**config.mk**
```make
export PLATFORM = sky130hd
export DESIGN_NAME = ddl_top
export DESIGN_NICKNAME = d
export VERILOG_FILES = /design/src/rtl/ddl_pkg.sv /design/src/rtl/ddl_top.sv /design/src/rtl/ddl_delay_chain.sv
export SDC_FILE = /design/constraint.sdc
export NUM_CORES = 1
export LEC_CHECK = 0
export BUFFER_PORTS_ARGS = -buffer_cell sky130_fd_sc_hd__clkbuf_2
export CAP_MARGIN = 20
export CORE_ASPECT_RATIO = 0.5
export CORE_MARGIN = 5
export CORE_UTILIZATION = 34
export DETAILED_ROUTE_END_ITERATION = 7
export PLACE_DENSITY = 0.59
export SLEW_MARGIN = 20
export SYNTH_ARGS = -nofsm -noshare
export SYNTH_HDL_FRONTEND = slang
export SYNTH_HIERARCHICAL = 1
export SYNTH_SLANG_ARGS = --single-unit
```
**constraint.sdc**
```tcl
create_clock -name mclk_i -period 5.25 [get_ports mclk_i]
set_input_delay 1.05 -clock mclk_i [delete_from_list [all_inputs] [get_ports mclk_i]]
set_output_delay 1.05 -clock mclk_i [all_outputs]
set_load 0.05 [all_outputs]
```
**src/rtl/ddl_pkg.sv**
```systemverilog
// Constants, register map and code helpers of the digital delay-locked loop.
// Assumes one 200 MHz system clock and AXI4-Lite register access with 32-bit data.
`default_nettype none

package ddl_pkg;

	// ********************************************************************
	// Sizes and timing.
	// ********************************************************************
	localparam int CW        = 6;
	localparam int DEPTH     = 64;
	localparam int PCW       = 8;
	localparam int NTAP      = 4;
	localparam int AXI_AW    = 8;
	localparam int LOCK_TOL  = 1;
	localparam int LOCK_CNT  = 4;
	localparam int CLK_MHZ   = 200;

	// ********************************************************************
	// Register offsets, fields and reset values.
	// ********************************************************************
	localparam logic [AXI_AW-1:0] OFF_CONFIG = 8'h00;
	localparam logic [AXI_AW-1:0] OFF_TAPS   = 8'h04;
	localparam logic [AXI_AW-1:0] OFF_STATUS = 8'h08;

	localparam int CFG_REF_DIV   = 0;
	localparam int CFG_REF_CHAIN = 1;
	localparam int CFG_FB_CHAIN  = 2;
	localparam int CFG_TIME_REF  = 3;
	localparam int CFG_DCC_P     = 4;
	localparam int CFG_DCC_S     = 5;
	localparam int CFG_SDIV_LO   = 6;
	localparam int CFG_FINE_LO   = 8;
	localparam int CFG_BYP_P     = 10;
	localparam int CFG_BYP_S     = 11;

	localparam int TAP_P_LO   = 0;
	localparam int TAP_S_LO   = 8;
	localparam int TAP_REF_LO = 16;

	localparam int ST_LOCK     = 0;
	localparam int ST_MISMATCH = 1;
	localparam int ST_INC_IN   = 2;
	localparam int ST_CODE_LO  = 8;
	localparam int ST_LATCH_LO = 16;

	localparam logic [31:0]   CONFIG_RST  = 32'h0000_0000;
	localparam logic [31:0]   TAPS_RST    = 32'h0000_0000;
	localparam logic [31:0]   CONFIG_MASK = 32'h0000_0fff;
	localparam logic [31:0]   TAPS_MASK   = 32'h003f_0707;
	localparam logic [CW-1:0] CODE_RST    = 6'h00;

	localparam logic [1:0] RESP_OKAY   = 2'h0;
	localparam logic [1:0] RESP_SLVERR = 2'h2;

	// ********************************************************************
	// Positions in the synchroniser vector of pin inputs.
	// ********************************************************************
	localparam int SY_REF  = 0;
	localparam int SY_FB   = 1;
	localparam int SY_FRZ  = 2;
	localparam int SY_LAT  = 3;
	localparam int SY_RST  = 4;
	localparam int SY_INC  = 5;
	localparam int SY_GRAY = 6;
	localparam int SY_W    = SY_GRAY + CW;

	// ********************************************************************
	// Gray conversions.
	// ********************************************************************
	function automatic logic [CW-1:0] bin2gray(input logic [CW-1:0] b);
		return b ^ (b >> 1);
	endfunction

	function automatic logic [CW-1:0] gray2bin(input logic [CW-1:0] g);
		logic [CW-1:0] b;
		b[CW-1] = g[CW-1];
		for (int i = CW - 2; i >= 0; i--) begin
			b[i] = b[i+1] ^ g[i];
		end
		return b;
	endfunction

endpackage

`default_nettype wire

```
**src/rtl/ddl_top.sv**
```systemverilog
// Digital delay-locked loop: phase detector, code unit, delay chain, two clock outputs.
// Assumes pin inputs are asynchronous to mclk_i and far slower than it.
//
// What this block does
// Phase detector yields a signed cycle count of reference-to-feedback difference.
// Code unit steps the delay code to shrink the phase detector value.
// Current delay code is driven on the bus to the slave delay lines.
// While code freeze is high and the loop reset is not applied, the delay code never changes.
// Latch input high two cycles captures the delay control bus value.
// Loop state resets synchronously while the active-low reset input is low.
// Either clock output can bypass the loop and follow the reference directly.
// Detector reference is the reference, halved reference, or a chain tap.
// Detector feedback is the external feedback clock or a chain tap.
// Primary and secondary outputs each select their own delay tap.
// Secondary output adds optional 45, 22.5 or 11.25 degree shift.
// Secondary output can be divided by two or by four.
// Each output has its own optional duty cycle correction.
// Lock output is high while the loop stays phase locked.
// Mismatch output is high when latched bus value differs from current code.
// Current code leaves on a six-bit Gray-coded bus to other loops.
// In time reference mode another loop supplies its Gray-coded code.
// Loops exchange increment indicators through the fabric interface.
// Gray output changes at most one bit per update, except when the loop reset forces the code back to its reset value.
//
// Chosen here: the AXI4-Lite slave port and the placing of the registers.
`default_nettype none

module ddl_top (
	input  wire logic                        mclk_i,
	input  wire logic                        resetn_i,
	input  wire logic                        reference_clock_in_i,
	input  wire logic                        feedback_clock_in_i,
	input  wire logic                        active_low_reset_n_i,
	input  wire logic                        code_freeze_i,
	input  wire logic                        control_code_latch_i,
	input  wire logic                        increment_flag_in_i,
	input  wire logic [ddl_pkg::CW-1:0]      gray_code_in_i,
	output logic                             primary_clock_out_o,
	output logic                             secondary_clock_out_o,
	output logic                             lock_o,
	output logic                             code_mismatch_flag_o,
	output logic                             increment_flag_out_o,
	output logic      [ddl_pkg::CW-1:0]      gray_code_out_o,
	output logic      [ddl_pkg::CW-1:0]      delay_control_bus_o,
	input  wire logic [ddl_pkg::AXI_AW-1:0]  s_axi_awaddr_i,
	input  wire logic                        s_axi_awvalid_i,
	output logic                             s_axi_awready_o,
	input  wire logic [31:0]                 s_axi_wdata_i,
	input  wire logic [3:0]                  s_axi_wstrb_i,
	input  wire logic                        s_axi_wvalid_i,
	output logic                             s_axi_wready_o,
	output logic      [1:0]                  s_axi_bresp_o,
	output logic                             s_axi_bvalid_o,
	input  wire logic                        s_axi_bready_i,
	input  wire logic [ddl_pkg::AXI_AW-1:0]  s_axi_araddr_i,
	input  wire logic                        s_axi_arvalid_i,
	output logic                             s_axi_arready_o,
	output logic      [31:0]                 s_axi_rdata_o,
	output logic      [1:0]                  s_axi_rresp_o,
	output logic                             s_axi_rvalid_o,
	input  wire logic                        s_axi_rready_i
);
	import ddl_pkg::*;

	localparam logic [PCW-1:0]        ONE_P = 8'h01;
	localparam logic signed [PCW:0]   TOL   = 9'(LOCK_TOL);
	localparam logic [2:0]            LCNT  = 3'(LOCK_CNT);
	localparam logic [PCW:0]          LIMIT = 9'(DEPTH - 1);

	// ********************************************************************
	// Pin synchroniser.
	// ********************************************************************
	logic [SY_W-1:0] sy1_reg;
	logic [SY_W-1:0] sy2_reg;

	always_ff @(posedge mclk_i or negedge resetn_i) begin
		if (!resetn_i) begin
			sy1_reg <= '0;
			sy2_reg <= '0;
		end else begin
			sy1_reg <= {gray_code_in_i, increment_flag_in_i, active_low_reset_n_i,
				control_code_latch_i, code_freeze_i, feedback_clock_in_i, reference_clock_in_i};
			sy2_reg <= sy1_reg;
		end
	end

	logic          ref_s, fb_s, freeze_s, latch_s, active_low_reset_s, inc_in_s;
	logic [CW-1:0] gray_in_s;
	assign ref_s     = sy2_reg[SY_REF];
	assign fb_s      = sy2_reg[SY_FB];
	assign freeze_s  = sy2_reg[SY_FRZ];
	assign latch_s   = sy2_reg[SY_LAT];
	assign active_low_reset_s    = sy2_reg[SY_RST];
	assign inc_in_s  = sy2_reg[SY_INC];
	assign gray_in_s = sy2_reg[SY_GRAY +: CW];

	// ********************************************************************
	// Register file over AXI4-Lite.
	// ********************************************************************
	logic [31:0] config_reg, config_next, taps_reg, taps_next, rdata_reg, rdata_next;
	logic [AXI_AW-1:0] awaddr_reg, awaddr_next;
	logic [31:0] wdata_reg, wdata_next;
	logic [3:0]  wstrb_reg, wstrb_next;
	logic aw_full_reg, aw_full_next, w_full_reg, w_full_next;
	logic awready_reg, awready_next, wready_reg, wready_next;
	logic bvalid_reg, bvalid_next, arready_reg, arready_next, rvalid_reg, rvalid_next;
	logic [1:0] bresp_reg, bresp_next, rresp_reg, rresp_next;
	logic [31:0] status_w, wmask;
	logic do_write;

	always_comb begin
		config_next  = config_reg;
		taps_next    = taps_reg;
		awaddr_next  = awaddr_reg;
		wdata_next   = wdata_reg;
		wstrb_next   = wstrb_reg;
		aw_full_next = aw_full_reg;
		w_full_next  = w_full_reg;
		bvalid_next  = bvalid_reg;
		bresp_next   = bresp_reg;
		rvalid_next  = rvalid_reg;
		rdata_next   = rdata_reg;
		rresp_next   = rresp_reg;
		for (int i = 0; i < 4; i++) begin
			wmask[i*8 +: 8] = {8{wstrb_reg[i]}};
		end
		do_write = aw_full_reg && w_full_reg && !bvalid_reg;
		if (s_axi_awvalid_i && awready_reg) begin
			aw_full_next = 1'b1;
			awaddr_next  = s_axi_awaddr_i;
		end
		if (s_axi_wvalid_i && wready_reg) begin
			w_full_next = 1'b1;
			wdata_next  = s_axi_wdata_i;
			wstrb_next  = s_axi_wstrb_i;
		end
		if (do_write) begin
			aw_full_next = 1'b0;
			w_full_next  = 1'b0;
			bvalid_next  = 1'b1;
			bresp_next   = RESP_OKAY;
			if (awaddr_reg == OFF_CONFIG) begin
				config_next = ((config_reg & ~wmask) | (wdata_reg & wmask)) & CONFIG_MASK;
			end else if (awaddr_reg == OFF_TAPS) begin
				taps_next = ((taps_reg & ~wmask) | (wdata_reg & wmask)) & TAPS_MASK;
			end else if (awaddr_reg != OFF_STATUS) begin
				bresp_next = RESP_SLVERR;
			end
		end else if (bvalid_reg && s_axi_bready_i) begin
			bvalid_next = 1'b0;
		end
		if (s_axi_arvalid_i && arready_reg) begin
			rvalid_next = 1'b1;
			rresp_next  = RESP_OKAY;
			if (s_axi_araddr_i == OFF_CONFIG) begin
				rdata_next = config_reg;
			end else if (s_axi_araddr_i == OFF_TAPS) begin
				rdata_next = taps_reg;
			end else if (s_axi_araddr_i == OFF_STATUS) begin
				rdata_next = status_w;
			end else begin
				rdata_next = 32'h0000_0000;
				rresp_next = RESP_SLVERR;
			end
		end else if (rvalid_reg && s_axi_rready_i) begin
			rvalid_next = 1'b0;
		end
		awready_next = !aw_full_next;
		wready_next  = !w_full_next;
		arready_next = !rvalid_next;
	end

	always_ff @(posedge mclk_i or negedge resetn_i) begin
		if (!resetn_i) begin
			config_reg  <= CONFIG_RST;
			taps_reg    <= TAPS_RST;
			awaddr_reg  <= '0;
			wdata_reg   <= '0;
			wstrb_reg   <= '0;
			aw_full_reg <= 1'b0;
			w_full_reg  <= 1'b0;
			awready_reg <= 1'b1;
			wready_reg  <= 1'b1;
			bvalid_reg  <= 1'b0;
			bresp_reg   <= RESP_OKAY;
			arready_reg <= 1'b1;
			rvalid_reg  <= 1'b0;
			rdata_reg   <= '0;
			rresp_reg   <= RESP_OKAY;
		end else begin
			config_reg  <= config_next;
			taps_reg    <= taps_next;
			awaddr_reg  <= awaddr_next;
			wdata_reg   <= wdata_next;
			wstrb_reg   <= wstrb_next;
			aw_full_reg <= aw_full_next;
			w_full_reg  <= w_full_next;
			awready_reg <= awready_next;
			wready_reg  <= wready_next;
			bvalid_reg  <= bvalid_next;
			bresp_reg   <= bresp_next;
			arready_reg <= arready_next;
			rvalid_reg  <= rvalid_next;
			rdata_reg   <= rdata_next;
			rresp_reg   <= rresp_next;
		end
	end

	// ********************************************************************
	// Delay chain and tap selection.
	// ********************************************************************
	logic [CW-1:0]      code_reg, code_next, latched_reg, latched_next;
	logic [PCW-1:0]     period_reg, period_next, fine_amt;
	logic [CW+2:0]      prod_p, prod_s;
	logic [PCW:0]       sec_sum;
	logic [CW-1:0]      sel_p, sel_s;
	logic [NTAP-1:0]    tap_w;
	logic [1:0]         fine_w, sdiv_w;

	assign fine_w  = config_reg[CFG_FINE_LO +: 2];
	assign sdiv_w  = config_reg[CFG_SDIV_LO +: 2];
	assign prod_p  = (CW+3)'(code_reg) * (CW+3)'(taps_reg[TAP_P_LO +: 3]);
	assign prod_s  = (CW+3)'(code_reg) * (CW+3)'(taps_reg[TAP_S_LO +: 3]);
	assign sel_p   = prod_p[CW+2:3];
	assign fine_amt = (fine_w == 2'h1) ? (period_reg >> 3) :
		(fine_w == 2'h2) ? (period_reg >> 4) : (fine_w == 2'h3) ? (period_reg >> 5) : '0;
	assign sec_sum = (PCW+1)'(prod_s[CW+2:3]) + (PCW+1)'(fine_amt);
	assign sel_s   = (sec_sum > LIMIT) ? LIMIT[CW-1:0] : sec_sum[CW-1:0];

	ddl_delay_chain #(.DEPTH(DEPTH), .NTAP(NTAP), .IW(CW)) u_chain (
		.mclk_i    (mclk_i),
		.resetn_i  (resetn_i),
		.d_i       (ref_s),
		.tap_sel_i ({sel_s, sel_p, taps_reg[TAP_REF_LO +: CW], code_reg}),
		.tap_o     (tap_w)
	);

	// ********************************************************************
	// Phase detector, code unit, lock and latch.
	// ********************************************************************
	logic ref_div_reg, ref_div_next, ref_q_reg, fb_q_reg, ph_valid_reg, ph_valid_next;
	logic ref_ph, fb_ph, ref_edge, fb_edge, ref_s_q_reg;
	logic [PCW-1:0] cnt_reg, cnt_next;
	logic signed [PCW:0] err_reg, err_next;
	logic [2:0] lock_cnt_reg, lock_cnt_next;
	logic lock_reg, lock_next, latch_q_reg, mismatch_reg, mismatch_next, inc_reg, inc_next;
	logic [CW-1:0] gray_reg, gray_next, target;

	assign ref_ph = config_reg[CFG_REF_CHAIN] ? tap_w[1] :
		(config_reg[CFG_REF_DIV] ? ref_div_reg : ref_s);
	assign fb_ph  = config_reg[CFG_FB_CHAIN] ? tap_w[0] : fb_s;
	assign ref_edge = ref_ph && !ref_q_reg;
	assign fb_edge  = fb_ph && !fb_q_reg;
	assign target   = gray2bin(gray_in_s);

	always_comb begin
		ref_div_next  = (ref_s && !ref_s_q_reg) ? !ref_div_reg : ref_div_reg;
		cnt_next      = ref_edge ? '0 : ((cnt_reg == '1) ? cnt_reg : cnt_reg + ONE_P);
		period_next   = ref_edge ? cnt_reg + ONE_P : period_reg;
		ph_valid_next = fb_edge;
		err_next      = err_reg;
		if (fb_edge) begin
			err_next = (cnt_reg <= (period_reg >> 1)) ? $signed({1'b0, cnt_reg}) :
				$signed({1'b0, cnt_reg}) - $signed({1'b0, period_reg});
		end
		code_next     = code_reg;
		inc_next      = inc_reg;
		lock_cnt_next = lock_cnt_reg;
		lock_next     = lock_reg;
		if (!active_low_reset_s) begin
			code_next     = CODE_RST;
			inc_next      = 1'b0;
			lock_cnt_next = '0;
			lock_next     = 1'b0;
			ph_valid_next = 1'b0;
			err_next      = '0;
		end else if (!freeze_s) begin
			if (config_reg[CFG_TIME_REF]) begin
				if (target > code_reg) begin
					code_next = code_reg + 1'b1;
					inc_next  = 1'b1;
				end else if (target < code_reg) begin
					code_next = code_reg - 1'b1;
					inc_next  = 1'b0;
				end
			end else if (ph_valid_reg) begin
				if (err_reg > 0 && code_reg != '0) begin
					code_next = code_reg - 1'b1;
					inc_next  = 1'b0;
				end else if (err_reg < 0 && code_reg != '1) begin
					code_next = code_reg + 1'b1;
					inc_next  = 1'b1;
				end
			end
		end
		if (active_low_reset_s && ph_valid_reg) begin
			if (err_reg <= TOL && err_reg >= -TOL) begin
				lock_cnt_next = (lock_cnt_reg == LCNT) ? lock_cnt_reg : lock_cnt_reg + 1'b1;
				lock_next     = (lock_cnt_next == LCNT);
			end else begin
				lock_cnt_next = '0;
				lock_next     = 1'b0;
			end
		end
		latched_next = latched_reg;
		if (!active_low_reset_s) begin
			latched_next = CODE_RST;
		end else if (latch_s && latch_q_reg) begin
			latched_next = code_reg;
		end
		mismatch_next = (latched_next != code_next);
		gray_next     = bin2gray(code_next);
	end

	always_ff @(posedge mclk_i or negedge resetn_i) begin
		if (!resetn_i) begin
			ref_div_reg  <= 1'b0;
			ref_s_q_reg  <= 1'b0;
			ref_q_reg    <= 1'b0;
			fb_q_reg     <= 1'b0;
			cnt_reg      <= '0;
			period_reg   <= '0;
			ph_valid_reg <= 1'b0;
			err_reg      <= '0;
			code_reg     <= CODE_RST;
			inc_reg      <= 1'b0;
			lock_cnt_reg <= '0;
			lock_reg     <= 1'b0;
			latch_q_reg  <= 1'b0;
			latched_reg  <= CODE_RST;
			mismatch_reg <= 1'b0;
			gray_reg     <= bin2gray(CODE_RST);
		end else begin
			ref_div_reg  <= ref_div_next;
			ref_s_q_reg  <= ref_s;
			ref_q_reg    <= ref_ph;
			fb_q_reg     <= fb_ph;
			cnt_reg      <= cnt_next;
			period_reg   <= period_next;
			ph_valid_reg <= ph_valid_next;
			err_reg      <= err_next;
			code_reg     <= code_next;
			inc_reg      <= inc_next;
			lock_cnt_reg <= lock_cnt_next;
			lock_reg     <= lock_next;
			latch_q_reg  <= latch_s;
			latched_reg  <= latched_next;
			mismatch_reg <= mismatch_next;
			gray_reg     <= gray_next;
		end
	end

	assign status_w = {10'h000, latched_reg, 2'h0, code_reg, 5'h00, inc_in_s,
		mismatch_reg, lock_reg};

	// ********************************************************************
	// Output clock shaping: bypass, divider, duty cycle correction.
	// ********************************************************************
	logic [1:0] out_clk_w;

	for (genvar g = 0; g < 2; g++) begin : g_out
		logic src, src_q_reg, dv_q_reg, clk_reg, clk_next, dv, dv_edge, byp, dcc;
		logic [1:0] dcnt_reg, dcnt_next, div_sel;
		logic [PCW+1:0] hcnt_reg, hcnt_next, half;
		assign src     = tap_w[2+g];
		assign byp     = config_reg[CFG_BYP_P+g];
		assign dcc     = config_reg[CFG_DCC_P+g];
		assign div_sel = (g == 1) ? sdiv_w : 2'h0;
		assign dv      = (div_sel == 2'h1) ? dcnt_reg[0] :
			((div_sel == 2'h2) ? dcnt_reg[1] : src);
		assign dv_edge = dv && !dv_q_reg;
		assign half    = ((PCW+2)'(period_reg) << div_sel) >> 1;
		always_comb begin
			dcnt_next = (src && !src_q_reg) ? dcnt_reg + 1'b1 : dcnt_reg;
			hcnt_next = dv_edge ? ((half == '0) ? '0 : half - 1'b1) :
				((hcnt_reg != '0) ? hcnt_reg - 1'b1 : '0);
			if (byp) begin
				clk_next = ref_s;
			end else if (dcc) begin
				clk_next = dv_edge || (hcnt_reg != '0);
			end else begin
				clk_next = dv;
			end
		end
		always_ff @(posedge mclk_i or negedge resetn_i) begin
			if (!resetn_i) begin
				src_q_reg <= 1'b0;
				dv_q_reg  <= 1'b0;
				dcnt_reg  <= '0;
				hcnt_reg  <= '0;
				clk_reg   <= 1'b0;
			end else begin
				src_q_reg <= src;
				dv_q_reg  <= dv;
				dcnt_reg  <= dcnt_next;
				hcnt_reg  <= hcnt_next;
				clk_reg   <= clk_next;
			end
		end
		assign out_clk_w[g] = clk_reg;
	end

	assign primary_clock_out_o   = out_clk_w[0];
	assign secondary_clock_out_o = out_clk_w[1];
	assign lock_o                = lock_reg;
	assign code_mismatch_flag_o  = mismatch_reg;
	assign increment_flag_out_o  = inc_reg;
	assign gray_code_out_o       = gray_reg;
	assign delay_control_bus_o   = code_reg;
	assign s_axi_awready_o       = awready_reg;
	assign s_axi_wready_o        = wready_reg;
	assign s_axi_bvalid_o        = bvalid_reg;
	assign s_axi_bresp_o         = bresp_reg;
	assign s_axi_arready_o       = arready_reg;
	assign s_axi_rvalid_o        = rvalid_reg;
	assign s_axi_rdata_o         = rdata_reg;
	assign s_axi_rresp_o         = rresp_reg;
endmodule // ddl_top

`default_nettype wire

```
**src/rtl/ddl_delay_chain.sv**
```systemverilog
// Sampled tapped delay chain with registered tap outputs.
// Assumes the input is already synchronous to mclk_i; each tap index is in range.
`default_nettype none

module ddl_delay_chain #(
	parameter int DEPTH = ddl_pkg::DEPTH,
	parameter int NTAP  = ddl_pkg::NTAP,
	parameter int IW    = ddl_pkg::CW
) (
	input  wire logic               mclk_i,
	input  wire logic               resetn_i,
	input  wire logic               d_i,
	input  wire logic [NTAP*IW-1:0] tap_sel_i,
	output logic      [NTAP-1:0]    tap_o
);
	import ddl_pkg::*;

	// ********************************************************************
	// Chain and taps.
	// ********************************************************************
	logic [DEPTH-1:0] chain_reg;
	logic [DEPTH-1:0] chain_next;
	logic [NTAP-1:0]  tap_reg;
	logic [NTAP-1:0]  tap_next;

	always_comb begin
		chain_next = {chain_reg[DEPTH-2:0], d_i};
		for (int i = 0; i < NTAP; i++) begin
			tap_next[i] = chain_reg[tap_sel_i[i*IW +: IW]];
		end
	end

	always_ff @(posedge mclk_i or negedge resetn_i) begin
		if (!resetn_i) begin
			chain_reg <= '0;
			tap_reg   <= '0;
		end else begin
			chain_reg <= chain_next;
			tap_reg   <= tap_next;
		end
	end

	assign tap_o = tap_reg;

endmodule // ddl_delay_chain

`default_nettype wire

```
==> impl_summary.md, run 1 <==
Clock network
Counting along the longest clock path gives a buffer depth of 3. The TritonCTS clock tree is done. The clock sink total is 255.

The clock transition time at the flip-flop clock pins of the worst setup and hold paths is 0.07 ns. In this run the post-CTS setup repair buffer count came out at 0. Once the clock tree was built, the resizer swapped 0 gates to a different size. The master cell of the clock root buffer is sky130_fd_sc_hd__clkbuf_16. Clock latency on the worst-skew pair, taken at its later pin, is 0.54 ns. The number of hold buffers added after CTS was 0. The total clock buffers created by CTS is 26.

In this run the number of H-tree levels came out at 1.

Floorplanning
The number of rows in the core area is 53. The area of the core is 41,800 um2. For this configuration, the core starts out at a cell density of 0.343. The floorplan step defined a die boundary enclosing 46,600 um2.

The height of the die is 155 um. The number of ports placed on the die boundary is 129. The x dimension of the die is 300 um.

Global route
The number of antenna violations at the first check in global routing is 0. The largest net degree at the start of global routing is 93. The total global-route track usage is 0.156. The number of global-route vias before repair was 10,400. The wire length of the first global-routing pass is 58.4 mm. The global-route congestion overflow total is 0.

Detailed routing
The routed design uses 1.99 mm of met3 wire. The count of vias placed by the detailed router is 10,300. For this block, wires on met1 add up to 15.9 mm. The highest layer touched by signal routing is met4. The mean number of vias per cell is 5.36. The detailed-route wire length per cell is 18.7 um. The number of search-and-repair iterations in the first detailed-routing pass is 5. The count of nets left with antenna violations after detail routing is 0. The first routing iteration left 762 violations. The detailed-routed wire length on met2 is 17.0 mm. In the routed design, unresolved DRC markers number 0. Summed over all layers, the routed wires come to 36.0 mm.

Synth
In this run the mean area of a mapped cell was 11.4 um2. The number of synthesized flops with an enable pin is 0. The netlist uses 84 different library cells. Counting flops with an async set or reset pin after synthesis yields a share of 1.00. The warning count from the yosys run is 6. The share of the Yosys chip area taken by registers is 0.446. Synthesis produced 1,259 cells. In the synthesized netlist the dominant register cell turns out to be sky130_fd_sc_hd__dfrtp_1. In this run, synthesis produced a sequential element count of 255. In this run the cell area of the synthesized design comes to 14,300 um2.

Critical path
The critical path class is flop to flop. STA puts the critical path data required time at 5.66 ns. The type of element launching the critical path is a flop. The endpoint identified for the worst register-to-register timing path is u_chain/tap_o[3].

STA classifies the critical path endpoint as a flop. The capturing element of the worst setup path is u_chain/tap_o[3]. Data arrives at the worst endpoint at 5.35 ns. The setup check on the worst reg-to-reg path leaves a slack of 0.30 ns. In this run the worst path has a maximum fanout of 15. The number of cell instances on the worst register-to-register path is 18.

STA
On the final layout, the worst hold slack is 0.334 ns. The worst-case clock skew is 0.0190 ns. The slew at the pin closest to its max-slew limit is 0.953 ns. The final number of max-transition violations is 0.

The total negative slack is 0 ns. Setup violations remaining at the end of the flow were counted as 0. Derived from the worst setup path, the maximum achievable clock frequency is 202 MHz.

The count of endpoints failing hold in the final timing report is 0. The share of the cycle needed by the critical path after routing is 0.942. The worst slew margin relative to its limit is 0.363. The time the final worst path needs with I/O delays and setup is 4.95 ns.

Setup repair after global routing left no endpoint under its margin.

Final layout
For this run, the number of standard cells in the final layout without fillers is 1,921. The final-layout fill cell count is 4,026. Leaving out fill and tap cells, the most frequent cells in the layout are 249 x sky130_fd_sc_hd__dfrtp_1, 99 x sky130_fd_sc_hd__nand2_1, 98 x sky130_fd_sc_hd__clkbuf_2. The number of nets in the final layout is 1,485. The layout-stage area growth over the synthesis result is 13.6%.

The register with the most flip-flops in the layout has 64 of them. Of the cells placed in the final design, the portion with a size suffix greater than 1 is 0.225. The number of diodes is 0. The most frequent standard cell in the layout excluding fill and tap cells is sky130_fd_sc_hd__dfrtp_1.

Placement
The placed wire-length estimate after detailed placement is 25.8 mm. The quantity of I/O buffers inserted on ports is 99. The weighted congestion reported at the end of routability-driven placement is 0.899. After detailed placement, the design holds a cell count of 1,874.

Power and ir drop
For this design the static power due to leakage is 7.23 nW. The overall power consumption is 6.53 mW. Power spread over the standard cell area amounts to 401 nW/um2. IR analysis of the VDD net gives a maximum drop of 0.243 mV.

Job
The max-capacitance violation count is 0.

Outcome
The flow ran to the end, and the final reports show no timing, DRC or antenna violations.

Min path
The type of the most critical hold path is flop to flop.
[synth_stat cells, drive strengths merged, types with 5 or more instances]
cell      n  area (um2)
nor3     13        65.1
nor2     66         248
fa       12         240
a21o     18         135
a22o     13         114
clkbuf   31         126
o21bai    6        45.0
o22ai    16         100
a211oi    5        42.5
a222oi    6        60.1
o31ai     5        37.5
or4       6        48.8
o21ai    60         304
and3      6        37.5
xnor2    44         385
xor2     25         219
nand2   100         375
a31oi    15         130
nand4    12        75.1
ha       50         626
mux2     65         732
a311oi    5        50.0
dfrtp   252        6310
a22oi     9        67.6
nand3    22         110
mux4     62        1420
inv      64         240
a21oi    47         239
nand2b   17         106
nor2b    23         146
o211ai    8        60.1
and2     26         163
buf      36         225
nor4     11        68.8
nor3b     5        37.5
or3       6        37.5
mux2i    37         370
[where the power goes]
| group | internal [mW] | total, mW | switching, mW |
|---|---|---|---|
| Sequential | 2.34 | 2.72 | 0.379 |
| Clock | 1.09 | 1.88 | 0.790 |
| Combinational | 0.847 | 1.93 | 1.09 |
[final cells by class]
type,count,area [um2],share of cell area
Clock buffer,35,736,0.0452
Clock inverter,12,130,0.00800
Inverter,65,244,0.0150
Multi-Input combinational cell,885,7410,0.455
Sequential cell,255,6390,0.393
Tap cell,550,688,0.0423
Timing Repair Buffer,119,668,0.0411
[through the flow]
stage               utilization  setup WS, ns  cell area (um2)
floorplan                     -        0.0206            14400
global placement          0.368         0.237            15400
detailed placement        0.368         0.245            15400
CTS                       0.389         0.220            16200
global route              0.389       0.00638            16300
finish                    0.389         0.303            16300
[kinds of logic (layout without fill, tap and decap cells)]
logic type      Yosys count  in the layout  synth area share
compound gates          243            243             0.116
simple gates            333            333             0.118
xor+xnor                 69             69            0.0422
fa+ha+maj                62             62            0.0605
other cells               1             14          0.000262
flops                   255            255             0.446
buf+inv                 132            231            0.0416
mux                     164            164             0.176
[routing by layer]
layer / track usage / vias to the layer above
met1: 0.215 / 5168
met5: 0 / -
li1: - / 4758
met2: 0.254 / 304
met4: 0.0506 / 0
met3: 0.0230 / 69
[critical path: stages (launching register included)]
cell	delay, ns
sky130_fd_sc_hd__dfrtp_1	0.47
sky130_fd_sc_hd__and2_1	0.22
sky130_fd_sc_hd__fa_1	0.53
sky130_fd_sc_hd__nand3_1	0.12
sky130_fd_sc_hd__nor3_4	0.18
sky130_fd_sc_hd__fa_1	0.45
sky130_fd_sc_hd__ha_1	0.22
sky130_fd_sc_hd__fa_1	0.41
sky130_fd_sc_hd__a21o_1	0.19
sky130_fd_sc_hd__a21o_1	0.21
sky130_fd_sc_hd__a21oi_1	0.14
sky130_fd_sc_hd__or2_2	0.16
sky130_fd_sc_hd__nand2b_1	0.06
sky130_fd_sc_hd__buf_4	0.22
sky130_fd_sc_hd__mux4_2	0.47
sky130_fd_sc_hd__a22oi_1	0.18
sky130_fd_sc_hd__a31oi_1	0.11
sky130_fd_sc_hd__a311oi_1	0.34
sky130_fd_sc_hd__o31ai_1	0.12
[worst min path at each step]
| stage | start | depth (start not counted) | slack (ns) | to |
|---|---|---|---|---|
| 2_1_floorplan | sy1_reg[0] | 0 | 0.33 | sy2_reg[0] |
| 3_3_place_gp | sy1_reg[2] | 0 | 0.33 | sy2_reg[2] |
| 3_5_place_dp | sy1_reg[2] | 0 | 0.33 | sy2_reg[2] |
| 4_1_cts | sy1_reg[0] | 0 | 0.35 | sy2_reg[0] |
| 5_1_grt | sy1_reg[5] | 0 | 0.36 | sy2_reg[5] |
| 6_report | sy1_reg[0] | 0 | 0.33 | sy2_reg[0] |
Note: power is estimated with default switching activity, not from simulation.
==> inputs of run 2 (changes only) <==
--- a/config.mk
+++ b/config.mk
@@ -11,6 +11,7 @@
 export CORE_MARGIN = 5
 export CORE_UTILIZATION = 34
 export DETAILED_ROUTE_END_ITERATION = 7
+export MAX_ROUTING_LAYER = met4
 export PLACE_DENSITY = 0.59
 export SLEW_MARGIN = 20
 export SYNTH_ARGS = -nofsm -noshare
==> run 2 against run 1 <==
  * Clock power is 5% higher
  * Utilization up 0.16 points
  * Sequential share of layout area fell by 0.17 points
==> impl_summary.md, run 2 (synthesized netlist as in run 1, its figures left out) <==
Clock network
After clock tree synthesis, the flow added hold-fix buffers numbering 0. The TritonCTS clock tree is done. Once the clock tree was built, the resizer swapped 0 gates to a different size. The number of setup buffers added after CTS is 0. Clock tree synthesis inserted a total of 26 buffers. The clock reaches the later pin of the worst-skew pair after 0.55 ns.

The clock sink total is 255. The root buffer cell chosen for the clock tree is sky130_fd_sc_hd__clkbuf_16. The clock transition time at the flip-flop clock pins of the worst setup and hold paths is 0.06 ns. The H-tree depth is 1. No sink is reached through more buffers than the 3 on the longest clock path.

Critical path
The critical path is of the flop to flop type. The arrival time of the worst setup path is 5.34 ns. The register-to-register setup slack is 0.30 ns.

The required time of the critical path is 5.65 ns. The element type at the critical path end is a flop. STA classifies the critical path startpoint as a flop.

Along the worst path, the maximum fanout reaches 15.

Final layout
The finished cells cover 16,300 um2. The repair_antennas step left the layout with diodes totalling 0. Measured on the finished design, the core utilization comes to 0.391. The final layout contains 1,487 nets. The final-layout fill cell count is 4,064. The layout-stage area growth over the synthesis result is 14.0%. The library cell used most frequently in the layout, excluding fill and tap cells, is sky130_fd_sc_hd__dfrtp_1. In the final layout, the share of cells above drive strength 1 is 0.229. The register with the most flip-flops in the layout has 64 of them. In the layout the commonest cells are 250 x sky130_fd_sc_hd__dfrtp_1, 99 x sky130_fd_sc_hd__nand2_1, 98 x sky130_fd_sc_hd__clkbuf_2.

Floorplanning
The area of the die is 46,600 um2. 129 I/O pins were placed. In this run the core area contains 53 standard-cell rows. The region available for standard cell placement spans 41,800 um2. The x dimension of the die is 300 um. The floorplan step set the die height to 155 um.

For this configuration, the core starts out at a cell density of 0.343.

Power and ir drop
The total power density per cell area is 406 nW/um2. IR analysis of the VDD net gives a maximum drop of 0.232 mV. After layout, the design draws a total of 6.63 mW.

In this run the static leakage power is 7.25 nW.

Global route
The wire length of the first global-routing pass is 58.2 mm. The total overflow left after global routing is 0. The total global-route track usage is 0.160.

The largest net degree at the start of global routing is 109. The number of global-route vias before repair is 10,200. The number of antenna violations at the first check in global routing was 1.

Placement
Once detailed placement completed, the half-perimeter wirelength came to 26.5 mm. The area after detailed placement is 15,400 um2. The quantity of I/O buffers inserted on ports is 99. The weighted congestion reported at the end of routability-driven placement is 0.942.

STA
The final number of max-transition violations is 0. The count of endpoints failing hold in the final timing report is 0. The time the final worst path needs with I/O delays and setup is 4.95 ns. In the finished design, the share of the clock period the worst path needs comes to 0.942. The total negative slack is 0 ns. Derived from the worst setup path, the maximum achievable clock frequency is 202 MHz.

In this run the tightest slew margin relative to its limit is 0.307. Setup repair after global routing left no endpoint under its margin. The worst-case clock skew is 0.0205 ns.

Setup violations remaining at the end of the flow were counted as 0. The slew at the pin closest to its max-slew limit is 1.03 ns.

Job
The tool flagged a number of max-cap violations equal to 0.

Detailed routing
The count of nets left with antenna violations after detail routing is 0. After detailed routing, the average wire length per cell comes to 19.2 um. The first detailed-routing pass ran for 5 iterations.

The count of vias placed by the detailed router is 10,300. After detailed routing, the number of vias per cell comes to 5.34. The number of DRC markers in iteration 0 is 900. The detailed-route wire length is 36.9 mm. The post-route DRC violation count is 0.

Outcome
The flow ran to the end, and the final reports show no timing, DRC or antenna violations.

Min path
The min-delay analysis places its worst path in the category flop to flop.
[run 2: worst paths after layout]
check / from / endpoint / cells after the start
min in group asynchronous: resetn_i / u_chain/chain_reg[25] / 1
max reg2reg: flop / u_chain/tap_o[3] / 18
min reg2reg: sy1_reg[2] / sy2_reg[2] / 0
max: flop / u_chain/tap_o[3] / 18
min: sy1_reg[2] / sy2_reg[2] / 0
max in group asynchronous: resetn_i / wdata_reg[7] / 2
[run 2: cell type report]
cell class / count / area, um2 / share of cell area
timing repair buffer: 121 / 687 / 0.0421
inverter: 65 / 244 / 0.0149
sequential: 255 / 6390 / 0.391
clock buffer: 35 / 766 / 0.0469
clock inverter: 12 / 153 / 0.00935
multi-input combinational: 885 / 7400 / 0.453
tap: 550 / 688 / 0.0421
[run 2: where the power goes]
part / internal (mW) / switching (mW) / total, mW
Clock: 1.17 / 0.802 / 1.97
Combinational: 0.847 / 1.09 / 1.94
Sequential: 2.34 / 0.375 / 2.71
Total: 4.36 / 2.27 / 6.63
[run 2: critical path, stage by stage, from the launching register on]
cell and delay (ns):
sky130_fd_sc_hd__dfrtp_1 0.46, sky130_fd_sc_hd__and2_1 0.22, sky130_fd_sc_hd__fa_1 0.54, sky130_fd_sc_hd__nand3_1 0.09, sky130_fd_sc_hd__nor3_2 0.19, sky130_fd_sc_hd__fa_1 0.46
sky130_fd_sc_hd__ha_1 0.22, sky130_fd_sc_hd__fa_1 0.40, sky130_fd_sc_hd__a21o_1 0.19, sky130_fd_sc_hd__a21o_1 0.20, sky130_fd_sc_hd__a21oi_1 0.13, sky130_fd_sc_hd__or2_2 0.17
sky130_fd_sc_hd__nand2b_1 0.08, sky130_fd_sc_hd__buf_6 0.18, sky130_fd_sc_hd__mux4_2 0.44, sky130_fd_sc_hd__a22oi_1 0.21, sky130_fd_sc_hd__a31oi_1 0.11, sky130_fd_sc_hd__a311oi_1 0.38
sky130_fd_sc_hd__o31ai_1 0.13
[run 2: per-stage QoR]
| stage | setup slack (ns) | hold WS [ns] | cells |
|---|---|---|---|
| after floorplan | 0.0206 | 0.331 | 1272 |
| after global placement | 0.242 | 0.332 | 1876 |
| after detailed placement | 0.179 | 0.335 | 1876 |
| after CTS | 0.157 | 0.350 | 1923 |
| after global routing | 0.0495 | 0.353 | 1923 |
| final | 0.302 | 0.346 | 1923 |
[run 2: layer usage]
layer  vias to the layer above  GRT usage  share of wire
li1                       4765          -              -
met1                      5188      0.220           0.46
met2                       266      0.255           0.47
met3                        43     0.0227          0.045
met4                         0     0.0395          0.022
met5                         -          -              0
